`config.mk`:
```
export PLATFORM = sky130hd
export DESIGN_NAME = updown_converter_numerics
export DESIGN_NICKNAME = d
export VERILOG_FILES = /design/src/inc/updown_converter_numerics_pkg.sv /design/src/hdl/sat_symmetric.sv /design/src/hdl/round_convergent.sv /design/src/hdl/updown_converter_numerics.sv
export SDC_FILE = /design/constraint.sdc
export NUM_CORES = 2
export LEC_CHECK = 0
export ABC_AREA = 1
export BUFFER_PORTS_ARGS = -buffer_cell sky130_fd_sc_hd__buf_2
export CELL_PAD_IN_SITES_DETAIL_PLACEMENT = 0
export CELL_PAD_IN_SITES_GLOBAL_PLACEMENT = 1
export CORE_AREA = 2 2 241 362
export DETAILED_ROUTE_END_ITERATION = 7
export DIE_AREA = 0 0 243 364
export GPL_TIMING_DRIVEN = 1
export PLACE_DENSITY_LB_ADDON = 0.08
export SLEW_MARGIN = 0
export SYNTH_ARGS = -nofsm -noshare
export SYNTH_HDL_FRONTEND = slang
export SYNTH_HIERARCHICAL = 1
export SYNTH_SLANG_ARGS = --single-unit
```
`constraint.sdc`:
```
create_clock -name clk_sys -period 18.8 [get_ports clk_sys]
set_input_delay 4.7 -clock clk_sys [delete_from_list [all_inputs] [get_ports clk_sys]]
set_output_delay 4.7 -clock clk_sys [all_outputs]
set_load 0.03 [all_outputs]
```
`src/inc/updown_converter_numerics_pkg.sv`:
```
// Constants, types and helpers for the up/down converter numeric datapath.
// Assumes a single 100 MHz system clock and one sample per accept.
package updown_converter_numerics_pkg;

  // ==========================================================================
  // Sample widths
  localparam int IN_W_DEF  = 16;
  localparam int IN_W_MIN  = 11;
  localparam int IN_W_MAX  = 17;
  localparam int OUT_W_DEF = 16;
  localparam int OUT_W_MIN = 11;
  localparam int OUT_W_MAX = 18;
  localparam int HEAD_BITS = 1;   // Integer headroom bit at input
  localparam int CAR_BITS  = 1;   // Growth from summing two carriers

  // ==========================================================================
  // Filter: four taps, 1-3-3-1 over 8 for unity DC gain
  localparam int TAPS      = 4;
  localparam int FIR_SHIFT = 3;
  localparam int HIST_LAT  = TAPS; // Impulse response length in samples

  // ==========================================================================
  // Oscillator raster
  localparam int MIX_RATE_KHZ = 30720;
  localparam int LTE_STD_KHZ  = 200;
  localparam int TDS_STD_KHZ  = 100;
  localparam int PH_W         = 11;
  localparam int LUT_N        = 16;
  localparam int LUT_W        = 8;
  localparam int LUT_SHIFT    = 6;

  // Greatest common divisor, evaluated at elaboration
  function automatic int gcd(input int a, input int b);
    int x;
    int y;
    int t;
    x = a;
    y = b;
    while (y != 0) begin
      t = x % y;
      x = y;
      y = t;
    end
    return x;
  endfunction : gcd

  localparam int RASTER_LTE_KHZ = gcd(MIX_RATE_KHZ, LTE_STD_KHZ);
  localparam int RASTER_TDS_KHZ = gcd(MIX_RATE_KHZ, TDS_STD_KHZ);
  localparam logic [PH_W-1:0] MOD_LTE =
    PH_W'(MIX_RATE_KHZ / RASTER_LTE_KHZ);
  localparam logic [PH_W-1:0] MOD_TDS =
    PH_W'(MIX_RATE_KHZ / RASTER_TDS_KHZ);
  localparam logic [PH_W-1:0] DIV_LTE = PH_W'(MOD_LTE / LUT_N);
  localparam logic [PH_W-1:0] DIV_TDS = PH_W'(MOD_TDS / LUT_N);

  typedef enum logic [1:0] {
    SLOT_FIRST = 2'b01,
    SLOT_LAST  = 2'b10
  } slot_e;

  // Cosine table, 16 points, scaled by 64
  function automatic logic signed [LUT_W-1:0] cosLut(input logic [3:0] k);
    case (k)
      4'h0:    return 8'h40;
      4'h1:    return 8'h3B;
      4'h2:    return 8'h2D;
      4'h3:    return 8'h18;
      4'h4:    return 8'h00;
      4'h5:    return 8'hE8;
      4'h6:    return 8'hD3;
      4'h7:    return 8'hC5;
      4'h8:    return 8'hC0;
      4'h9:    return 8'hC5;
      4'hA:    return 8'hD3;
      4'hB:    return 8'hE8;
      4'hC:    return 8'h00;
      4'hD:    return 8'h18;
      4'hE:    return 8'h2D;
      default: return 8'h3B;
    endcase
  endfunction : cosLut

  // Advance a phase by a signed raster index, modulo m
  function automatic logic [PH_W-1:0] phStep(input logic [PH_W-1:0] ph,
      input logic signed [PH_W:0] f, input logic [PH_W-1:0] m);
    logic [PH_W:0] inc;
    logic [PH_W:0] s;
    inc = f[PH_W] ? (PH_W+1)'(f + $signed({1'b0, m})) : (PH_W+1)'(f);
    s = {1'b0, ph} + inc;
    if (s >= {1'b0, m}) s = s - {1'b0, m};
    return s[PH_W-1:0];
  endfunction : phStep

endpackage : updown_converter_numerics_pkg

```
`src/hdl/sat_symmetric.sv`:
```
// Symmetric saturation: replaces the most negative code by its neighbour.
// Assumes a combinational context; en comes from a static mode bit.
`timescale 1ns/1ps
module sat_symmetric
  import updown_converter_numerics_pkg::*;
#(
  parameter int W = IN_W_DEF
) (
  input  wire logic         en,   // Saturation enabled
  input  wire logic [W-1:0] din,  // Raw sample
  output logic      [W-1:0] dout  // Saturated sample
);

  localparam logic [W-1:0] MOST_NEG = {1'b1, {(W-1){1'b0}}};
  localparam logic [W-1:0] NEG_LIM  = {1'b1, {(W-2){1'b0}}, 1'b1};

  // ==========================================================================
  // Clamp
  assign dout = (en && din == MOST_NEG) ? NEG_LIM : din;

endmodule : sat_symmetric

```
`src/hdl/round_convergent.sv`:
```
// Round-half-to-even of a signed word, dropping D low bits, then wrapping
// to OW bits. Assumes D >= 1 and OW <= W - D.
`timescale 1ns/1ps
module round_convergent
  import updown_converter_numerics_pkg::*;
#(
  parameter int W  = 8,
  parameter int D  = 2,
  parameter int OW = 6
) (
  input  wire logic [W-1:0]  din,  // Full precision value
  output logic      [OW-1:0] dout  // Rounded, wrapped value
);

  logic [W-D-1:0] kept;
  logic           rest;
  logic           up;
  logic [W-D-1:0] sum;

  // ==========================================================================
  // Sticky bits below the half position
  generate
    if (D > 1) begin : g_rest
      assign rest = |din[D-2:0];
    end else begin : g_norest
      assign rest = 1'b0;
    end
  endgenerate

  // Ties go to the even neighbour
  assign kept = din[W-1:D];
  assign up   = din[D-1] & (rest | kept[0]);
  assign sum  = kept + (W-D)'(up);
  assign dout = sum[OW-1:0];

endmodule : round_convergent

```
`src/hdl/updown_converter_numerics.sv`:
```
// Numeric datapath of a two-carrier converter: symmetric input saturation,
// headroom, FIR with persistent history, rasterised or quarter-rate mixing,
// carrier summation and output rounding. One clock, one sample per accept.
// Assumes the source presents carriers in order and holds mode inputs.
`timescale 1ns/1ps

// Summary of operation
// - Input samples are signed fractions of IN_W bits, minus one to below one.
// - In quarter rate mode the most negative input code is saturated.
// - Every filter and carrier phasor mixer result is rounded half to even; the quarter rate mixer does not round.
// - Internal overflow wraps in two's complement, never saturates.
// - One headroom integer bit is added at input; filter gain is unity.
// - Carrier summation adds a further integer bit.
// - Oscillator phase steps only in whole raster steps.
// - Raster step is gcd of mixer rate and 200 or 100 kHz standard raster, 40 or 20 kHz.
// - Filter sample history is never cleared.
// - Output is consistent only after latency-many known samples flush.
// - A settled flag marks when history no longer holds unknowns.
// - Datapath reset leaves the filter history untouched.
// - Input width is a build parameter from 11 to 17 bits.
// - Output width is a build parameter from 11 to 18 bits.
module updown_converter_numerics
  import updown_converter_numerics_pkg::*;
#(
  parameter int IN_W  = IN_W_DEF,
  parameter int OUT_W = OUT_W_DEF
) (
  input  wire logic                   clk_sys,            // System clock
  input  wire logic                   nrst,               // Datapath reset
  input  wire logic                   inValid,            // Sample offered
  output logic                        inReady,            // Sample taken
  input  wire logic [IN_W-1:0]        inI,                // In-phase in
  input  wire logic [IN_W-1:0]        inQ,                // Quadrature in
  input  wire logic                   quarterRateIfMode,  // Fixed Fs/4 mix
  input  wire logic                   stdTdScdma,         // 100 kHz raster
  input  wire logic signed [PH_W:0]   carrierFreq0,       // Raster index
  input  wire logic signed [PH_W:0]   carrierFreq1,       // Raster index
  output logic                        outValid,           // Sample ready
  input  wire logic                   outReady,           // Sink takes it
  output logic [OUT_W-1:0]            outI,               // In-phase out
  output logic [OUT_W-1:0]            outQ,               // Quadrature out
  output logic                        historySettledFlag  // History clean
);

  localparam int HW = IN_W + HEAD_BITS;   // After headroom
  localparam int FW = HW + FIR_SHIFT;     // Filter accumulator
  localparam int PW = HW + LUT_W + 1;     // Mixer products summed
  localparam int MW = HW + CAR_BITS;      // Carrier sum
  localparam int CW = $clog2(HIST_LAT + 1);
  localparam logic [CW-1:0] LAT = CW'(HIST_LAT);

  // ==========================================================================
  // State
  slot_e                  slot_q, slot_d;
  logic [1:0]             rot_q, rot_d;
  logic [PH_W-1:0]        phase_q [2];
  logic [PH_W-1:0]        phase_d [2];
  logic [MW-1:0]          acc_q [2];
  logic [MW-1:0]          acc_d [2];
  logic                   outValid_q, outValid_d;
  logic [OUT_W-1:0]       outI_q, outI_d, outQ_q, outQ_d;
  logic [CW-1:0]          cnt_q, cnt_d;
  logic                   settled_q, settled_d;
  logic [HW-1:0]          hist [2][TAPS-1];

  logic                   accept;
  logic [IN_W-1:0]        inLane [2];
  logic [IN_W-1:0]        satLane [2];
  logic [HW-1:0]          headLane [2];
  logic [FW-1:0]          firSum [2];
  logic [HW-1:0]          firOut [2];
  logic [PW-1:0]          mixSum [2];
  logic [HW-1:0]          mixOut [2];
  logic [HW-1:0]          qMix [2];
  logic [MW-1:0]          outPre [2];
  logic [OUT_W-1:0]       outRnd [2];
  logic                   car;
  logic [PH_W-1:0]        modulus;
  logic [3:0]             lutIdx;
  logic signed [LUT_W-1:0] cosV, sinV;

  // ==========================================================================
  // Handshake; nothing is taken while reset is held
  assign accept  = inValid && inReady;
  assign inReady = nrst && (!outValid_q || outReady);
  assign inLane[0] = inI;
  assign inLane[1] = inQ;

  // ==========================================================================
  // Oscillator: pick carrier phase, map raster phase onto the table
  assign car     = (slot_q == SLOT_LAST);
  assign modulus = stdTdScdma ? MOD_TDS : MOD_LTE;
  assign lutIdx  = stdTdScdma ? 4'(phase_q[car] / DIV_TDS)
                              : 4'(phase_q[car] / DIV_LTE);
  assign cosV    = cosLut(lutIdx);
  assign sinV    = cosLut(lutIdx - 4'h4);

  // ==========================================================================
  // Per-lane front end: saturate, headroom, filter, complex mix
  generate
    for (genvar l = 0; l < 2; l++) begin : g_lane
      sat_symmetric #(.W(IN_W)) u_sat (
        .en   (quarterRateIfMode),
        .din  (inLane[l]),
        .dout (satLane[l])
      );
      assign headLane[l] = {satLane[l][IN_W-1], satLane[l]};
      // Taps 1-3-3-1, sum wraps at FW bits
      assign firSum[l] = FW'($signed(headLane[l]))
                       + FW'($signed(hist[l][0])) * FW'(3)
                       + FW'($signed(hist[l][1])) * FW'(3)
                       + FW'($signed(hist[l][2]));
      round_convergent #(.W(FW), .D(FIR_SHIFT), .OW(HW)) u_rfir (
        .din  (firSum[l]),
        .dout (firOut[l])
      );
      round_convergent #(.W(PW), .D(LUT_SHIFT), .OW(HW)) u_rmix (
        .din  (mixSum[l]),
        .dout (mixOut[l])
      );
      if (OUT_W < MW) begin : g_rnd
        round_convergent #(.W(MW), .D(MW-OUT_W), .OW(OUT_W)) u_rout (
          .din  (outPre[l]),
          .dout (outRnd[l])
        );
      end else begin : g_pad
        assign outRnd[l] = {outPre[l], {(OUT_W-MW){1'b0}}};
      end
    end
  endgenerate

  // Complex rotation by the carrier phasor
  assign mixSum[0] = PW'($signed(firOut[0])) * PW'(cosV)
                   - PW'($signed(firOut[1])) * PW'(sinV);
  assign mixSum[1] = PW'($signed(firOut[0])) * PW'(sinV)
                   + PW'($signed(firOut[1])) * PW'(cosV);

  // ==========================================================================
  // Quarter rate mixer: rotate by -j per sample, negating by inversion
  always_comb begin
    case (rot_q)
      2'd0:    begin qMix[0] = firOut[0];  qMix[1] = firOut[1];  end
      2'd1:    begin qMix[0] = firOut[1];  qMix[1] = ~firOut[0]; end
      2'd2:    begin qMix[0] = ~firOut[0]; qMix[1] = ~firOut[1]; end
      default: begin qMix[0] = ~firOut[1]; qMix[1] = firOut[0];  end
    endcase
    for (int l = 0; l < 2; l++) begin
      if (quarterRateIfMode)
        outPre[l] = {qMix[l][HW-1], qMix[l]};
      else
        outPre[l] = acc_q[l] + {mixOut[l][HW-1], mixOut[l]};
    end
  end

  // ==========================================================================
  // Next state: output register, slots, phases, settle counter
  always_comb begin
    slot_d     = slot_q;
    rot_d      = rot_q;
    phase_d    = phase_q;
    acc_d      = acc_q;
    outValid_d = outValid_q;
    outI_d     = outI_q;
    outQ_d     = outQ_q;
    cnt_d      = cnt_q;
    if (outValid_q && outReady) outValid_d = 1'b0;
    if (accept) begin
      if (cnt_q != LAT) cnt_d = cnt_q + CW'(1);
      if (quarterRateIfMode) begin
        rot_d      = rot_q + 2'd1;
        outValid_d = 1'b1;
        outI_d     = outRnd[0];
        outQ_d     = outRnd[1];
      end else begin
        case (slot_q)
          SLOT_FIRST: begin
            acc_d[0] = {mixOut[0][HW-1], mixOut[0]};
            acc_d[1] = {mixOut[1][HW-1], mixOut[1]};
            slot_d   = SLOT_LAST;
          end
          SLOT_LAST: begin
            outValid_d = 1'b1;
            outI_d     = outRnd[0];
            outQ_d     = outRnd[1];
            slot_d     = SLOT_FIRST;
            phase_d[0] = phStep(phase_q[0], carrierFreq0, modulus);
            phase_d[1] = phStep(phase_q[1], carrierFreq1, modulus);
          end
          default: slot_d = SLOT_FIRST;
        endcase
      end
    end
    settled_d = (cnt_d == LAT);
  end

  // ==========================================================================
  // Registers under synchronous reset
  always_ff @(posedge clk_sys) begin
    if (!nrst) begin
      slot_q     <= SLOT_FIRST;
      rot_q      <= 2'd0;
      phase_q    <= '{default: '0};
      acc_q      <= '{default: '0};
      outValid_q <= 1'b0;
      outI_q     <= '0;
      outQ_q     <= '0;
      cnt_q      <= '0;
      settled_q  <= 1'b0;
    end else begin
      slot_q     <= slot_d;
      rot_q      <= rot_d;
      phase_q    <= phase_d;
      acc_q      <= acc_d;
      outValid_q <= outValid_d;
      outI_q     <= outI_d;
      outQ_q     <= outQ_d;
      cnt_q      <= cnt_d;
      settled_q  <= settled_d;
    end
  end

  // ==========================================================================
  // Filter history: shifts on accept, no reset term at all
  always_ff @(posedge clk_sys) begin
    if (accept) begin
      for (int l = 0; l < 2; l++) begin
        hist[l][0] <= headLane[l];
        hist[l][1] <= hist[l][0];
        hist[l][2] <= hist[l][1];
      end
    end
  end

  assign outValid           = outValid_q;
  assign outI               = outI_q;
  assign outQ               = outQ_q;
  assign historySettledFlag = settled_q;
endmodule : updown_converter_numerics

```
After elaboration in Yosys (flattened, before gate mapping)
Memory sizes are Yosys's and may differ from the RTL's.
Index checks and enable logic that the tools add are counted.
Operators by class
  bitwise gates (word level): 16
  $lt $le $gt $ge: 3
  divide/modulo/power cells: 2
  equality and inequality tests: 8
  mux-type cells: 27
  reductions and logical operators: 18
  $add $sub $neg: 25
  multiply operators: 8
Operators with widths (count)
  34-bit case mux with 3 select lines: 1
  16-bit two-way mux: 6
  17-bit by 8-bit multiplier with 23-bit output: 4
  17-bit by 3-bit multiplier with 20-bit output, second input constant: 4
  17-bit by 1-bit adder with 17-bit output: 4
  11-bit two-way mux: 6
  16-bit by 20-bit adder with 20-bit output: 2
  20-bit by 17-bit adder with 20-bit output: 2
  20-bit adder: 2
  17-bit by 17-bit adder with 18-bit output: 2
  18-bit two-way mux: 2
  17-bit inverter: 2
  16-bit by 1-bit adder with 16-bit output: 2
  16-bit == test, second input constant: 2
  11-bit by 12-bit adder with 12-bit output: 2
  12-bit adder: 2
  12-bit by 11-bit greater-or-equal comparator with 1-bit output: 2
  12-bit two-way mux: 2
  23-bit adder: 1
  23-bit subtractor: 1
  11-bit subtractor: 2
  11-bit by 6-bit divider with 11-bit output, second input constant: 1
  11-bit by 7-bit divider with 11-bit output, second input constant: 1
  5-bit OR reduction: 2
  other kinds (24): 50
Word-level totals
  output and inout bits: 35
  input port bits: 62
  register bits: 97
  memory bits (read-only): 256
  RAM bits: 102
  word-level logic and storage cells: 121
  memories: 3
Memories
  (name not given): words 16, width 8, rd ports 1, clocked after memory_dff 0, wr ports 0, line updown_converter_numerics_pkg.sv:63  | case (k)
  (name not given): words 16, width 8, rd ports 1, clocked after memory_dff 0, wr ports 0, line updown_converter_numerics_pkg.sv:63
  hist: words 2, width 51, rd ports 2, clocked after memory_dff 0, wr ports 2, line updown_converter_numerics.sv:64  | logic [HW-1:0] hist [2][TAPS-1];

Depth between registers and ports, before layout
  word-level depth: 23
  depth in mapped cells: 111
  gate-level depth less buffers: 108

By module
Netlist, hierarchy kept.
Modules (own cells, without submodules)
  updown_converter_numerics: times used 1, area each 35992.0 um^2, cells an instance 4142, seq. area each 4824.6 um^2
  round_convergent at g_lane[0].u_rmix ...: times used 2, area each 475.5 um^2, cells an instance 91, seq. area each 0.0 um^2
  round_convergent at g_lane[0].u_rfir ...: times used 2, area each 441.7 um^2, cells an instance 88, seq. area each 0.0 um^2
  round_convergent at g_lane[0].g_rnd.u_rout ...: times used 2, area each 422.9 um^2, cells an instance 74, seq. area each 0.0 um^2
  sat_symmetric: times used 2, area each 126.4 um^2, cells an instance 32, seq. area each 0.0 um^2

Worst setup path after synthesis
No wires, ideal clock.
  path type: input port to flip-flop
  start: input stdTdScdma
  end: register outQ_q[15], in the netlist outQ[15]
  slack: 92 ps
  data arrival time: 18592 ps
  required time: 18684 ps
  path buffers: 3
  library setup time: 116 ps
  cell stages on the path: 102
  cell sequence: ha_1 > or2_2 > nand3_1 > nand2_1 > inv_1 > ha_1 > nand2_1 > inv_1 > nand3_1 > nor2_2 > nand2_2 > nand3_1 > nand3_1 > nand2_1 > inv_1 > ha_1 > nand3_4 > nand3_1 > (+66 left out) > o21ai_0 > nand2_1 > nand2_1 > inv_1 > o21ai_0 > nand2_1 > nand2_1 > nand2_1 > nand2_1 > a21oi_1 > o31ai_1 > nand2_1 > nor2_1 > nand2_2 > o21ai_1 > nand2_1 > nor2_1 > nor2_1
RTL lines
  from (decl): line updown_converter_numerics.sv:35  | input wire logic stdTdScdma,
  to (signal assigned): line updown_converter_numerics.sv:216  | outQ_q <= outQ_d;
  to (decl): line updown_converter_numerics.sv:61  | logic [OUT_W-1:0] outI_q, outI_d, outQ_q, outQ_d;

==> impl_metrics.ini <==
[outcome]
outcome = finished, final reports clean

[clocking]
path_clk_slew_ns = 0.09
cts_tree = yes
clockBufferDepth = 2
cts_htree_levels = 4
clock_latency_ns = 0.49
numCtsBuffers = 17
cts_root_buf = clkbuf_16
clock_sinks = 193

[timing]
fmax_mhz = 55.6
finalCritPeriodShare = 0.957
finalSetupViolCount = 0
max-slew-margin-rel = 0.277
hold_violations = 0
worst_pin_slew_ns = 1.08
clock_skew_ns = 0.0228
holdWs_ns = 0.487
finalCriticalPeriod_ns = 17.99
slew_violations = 0

[worst_setup_path]
cp_max_fo = 8
worstReg2RegEnd = outQ[15]$_SDFFE_PN0P_
reg2reg_depth = 101
cp_slowest_stage_delay_ns = 0.54
critPathLaunch = stdTdScdma
critPathRequiredTime_ns = 19.18
cp-end-kind = flop
critPathKind = in2reg
rr_startpoint = slot_q[1]$_SDFFE_PN0P_
rrSetupSlack_ns = 4.01
start_kind = input port
crit_top_cell = nand2_1
arrival_ns = 18.37
crit_path_end = outQ[15]$_SDFFE_PN0P_
cp_slowest_cell = fa_1

[floorplan]
die_x_um = 243
die_area_sq_um = 88500
start_util = 0.439
core-area_sq_um = 85600
fp.dieH_um = 364
placementRows = 132
io_pins = 97

[finish]
syn2layout_area_growth_pct = 17.1
fin_nets = 6052
multi_input_comb_area_sq_um = 28900
seq_area_sq_um = 4820
fillers = 8602
layout-drive-gt1-share = 0.192

[global_route]
track_usage = 0.276
grt_max_degree = 83
grt_antenna_before_repair = 0
grt_pass1_wl_um = 185000
grt_overflow = 0
first_global_vias = 33400

[place]
numPortBuffers = 96
dpl.hpwl_um = 99300
gp_congestion = 0.941

[worst_hold_path]
hold_class = reg2reg

[detailed_routing]
drt_iter0_drc = 1515
wl_met1_um = 44900
vias = 31100
drc = 0
wl_met2_um = 63100
ant_nets = 0
wl_um = 119000
vias_per_cell = 5.05
wire_per_inst_um = 19.4
drt-pass1-iter-count = 6
wl_met3_um = 4250
top_layer_used = met4

[logic_synthesis]
synthCells = 4562
syn_nets = 5612
ys_warn_count = 6
avgSynthCellArea_sq_um = 8.24
synth_area_sq_um = 37600

[job]
drv_cap = 0
## critical path: cells and delay by family
kind / cells / cell delay, ns
AO/OA/AOI/OAI: 13 / 1.64
XOR/XNOR: 3 / 0.49
adder cells (fa/ha/maj): 15 / 5.25
buffers and inverters: 20 / 1.60
AND/OR/NAND/NOR: 49 / 4.64
## state kept, by name, indices dropped and copies added, names as in the netlist
signal,count
outI,16
outQ,16
acc_q,34
hist,96
slot_q,2
outValid,1
historySettledFlag,1
phase_q,22
cnt_q,3
rot_q,2
## per-stage QoR
step	util	std cells	cell area, sq um	TNS, ns	setup slack (ns)
final	0.514	6155	44000	0	0.810
after floorplan	-	4562	37600	0	0.0922
after detailed placement	0.494	6101	42300	-6.52	-0.628
after global placement	0.494	6101	42300	-4.71	-0.531
after CTS	0.502	6135	42900	0	0.0749
after global routing	0.514	6154	44000	-0.458	-0.117
## layer usage
| layer | up-vias | track usage |
|---|---|---|
| li1 | 14700 | - |
| met1 | 15400 | 0.306 |
| met2 | 723 | 0.520 |
| met3 | 289 | 0.0263 |
| met4 | 0 | 0.149 |
| met5 | - | 0 |
## timing repair
item / 4_1_cts / 5_1_grt
resized for setup: 9 / 199
endpoints found under the setup margin: 6 / 23
buffers inserted: 2 / 20
pin swaps: 2 / 131
hold buffers: 0 / 0
cloned: 0 / 1
## final cells by class
class                   instances  area share
flip-flops and latches        193       0.110
diodes                          1   0.0000569
inverters                    1047      0.0897
well taps                    1139      0.0324
clock buffers                  17     0.00967
multi-input cells            3148       0.656
repair buffers                594      0.0978
repair inverters                1    0.000114
clock inverters                15     0.00449
## cells in the final DEF, fill, tap and decap left out, types with 44 or more instances in the layout
| cell type | count |
|---|---|
| buf_2 | 96 |
| o21ai_0 | 181 |
| nand3_1 | 100 |
| nand2_1 | 511 |
| xor2_1 | 92 |
| nor2_1 | 614 |
| edfxtp_1 | 96 |
| dfxtp_1 | 97 |
| fa_1 | 627 |
| buf_4 | 487 |
| a21oi_1 | 158 |
| nor2_2 | 44 |
| ha_1 | 325 |
| inv_1 | 1012 |
| nand2_2 | 71 |
## worst min path at each step
stage | endpoint | cells past startpoint | startpoint
2_1_floorplan | hist[0][10]$_DFFE_PP_ | 0 | hist[0][27]$_DFFE_PP_
3_3_place_gp | outValid$_SDFF_PN0_ | 2 | outValid$_SDFF_PN0_
3_5_place_dp | outValid$_SDFF_PN0_ | 2 | outValid$_SDFF_PN0_
4_1_cts | hist[1][13]$_DFFE_PP_ | 0 | hist[1][30]$_DFFE_PP_
5_1_grt | outValid$_SDFF_PN0_ | 2 | outValid$_SDFF_PN0_
6_report | hist[1][13]$_DFFE_PP_ | 0 | hist[1][30]$_DFFE_PP_
Power is left out: the tool's default activity adds up to more than one toggle a clock period on the data nets, which glitch-free logic cannot reach.
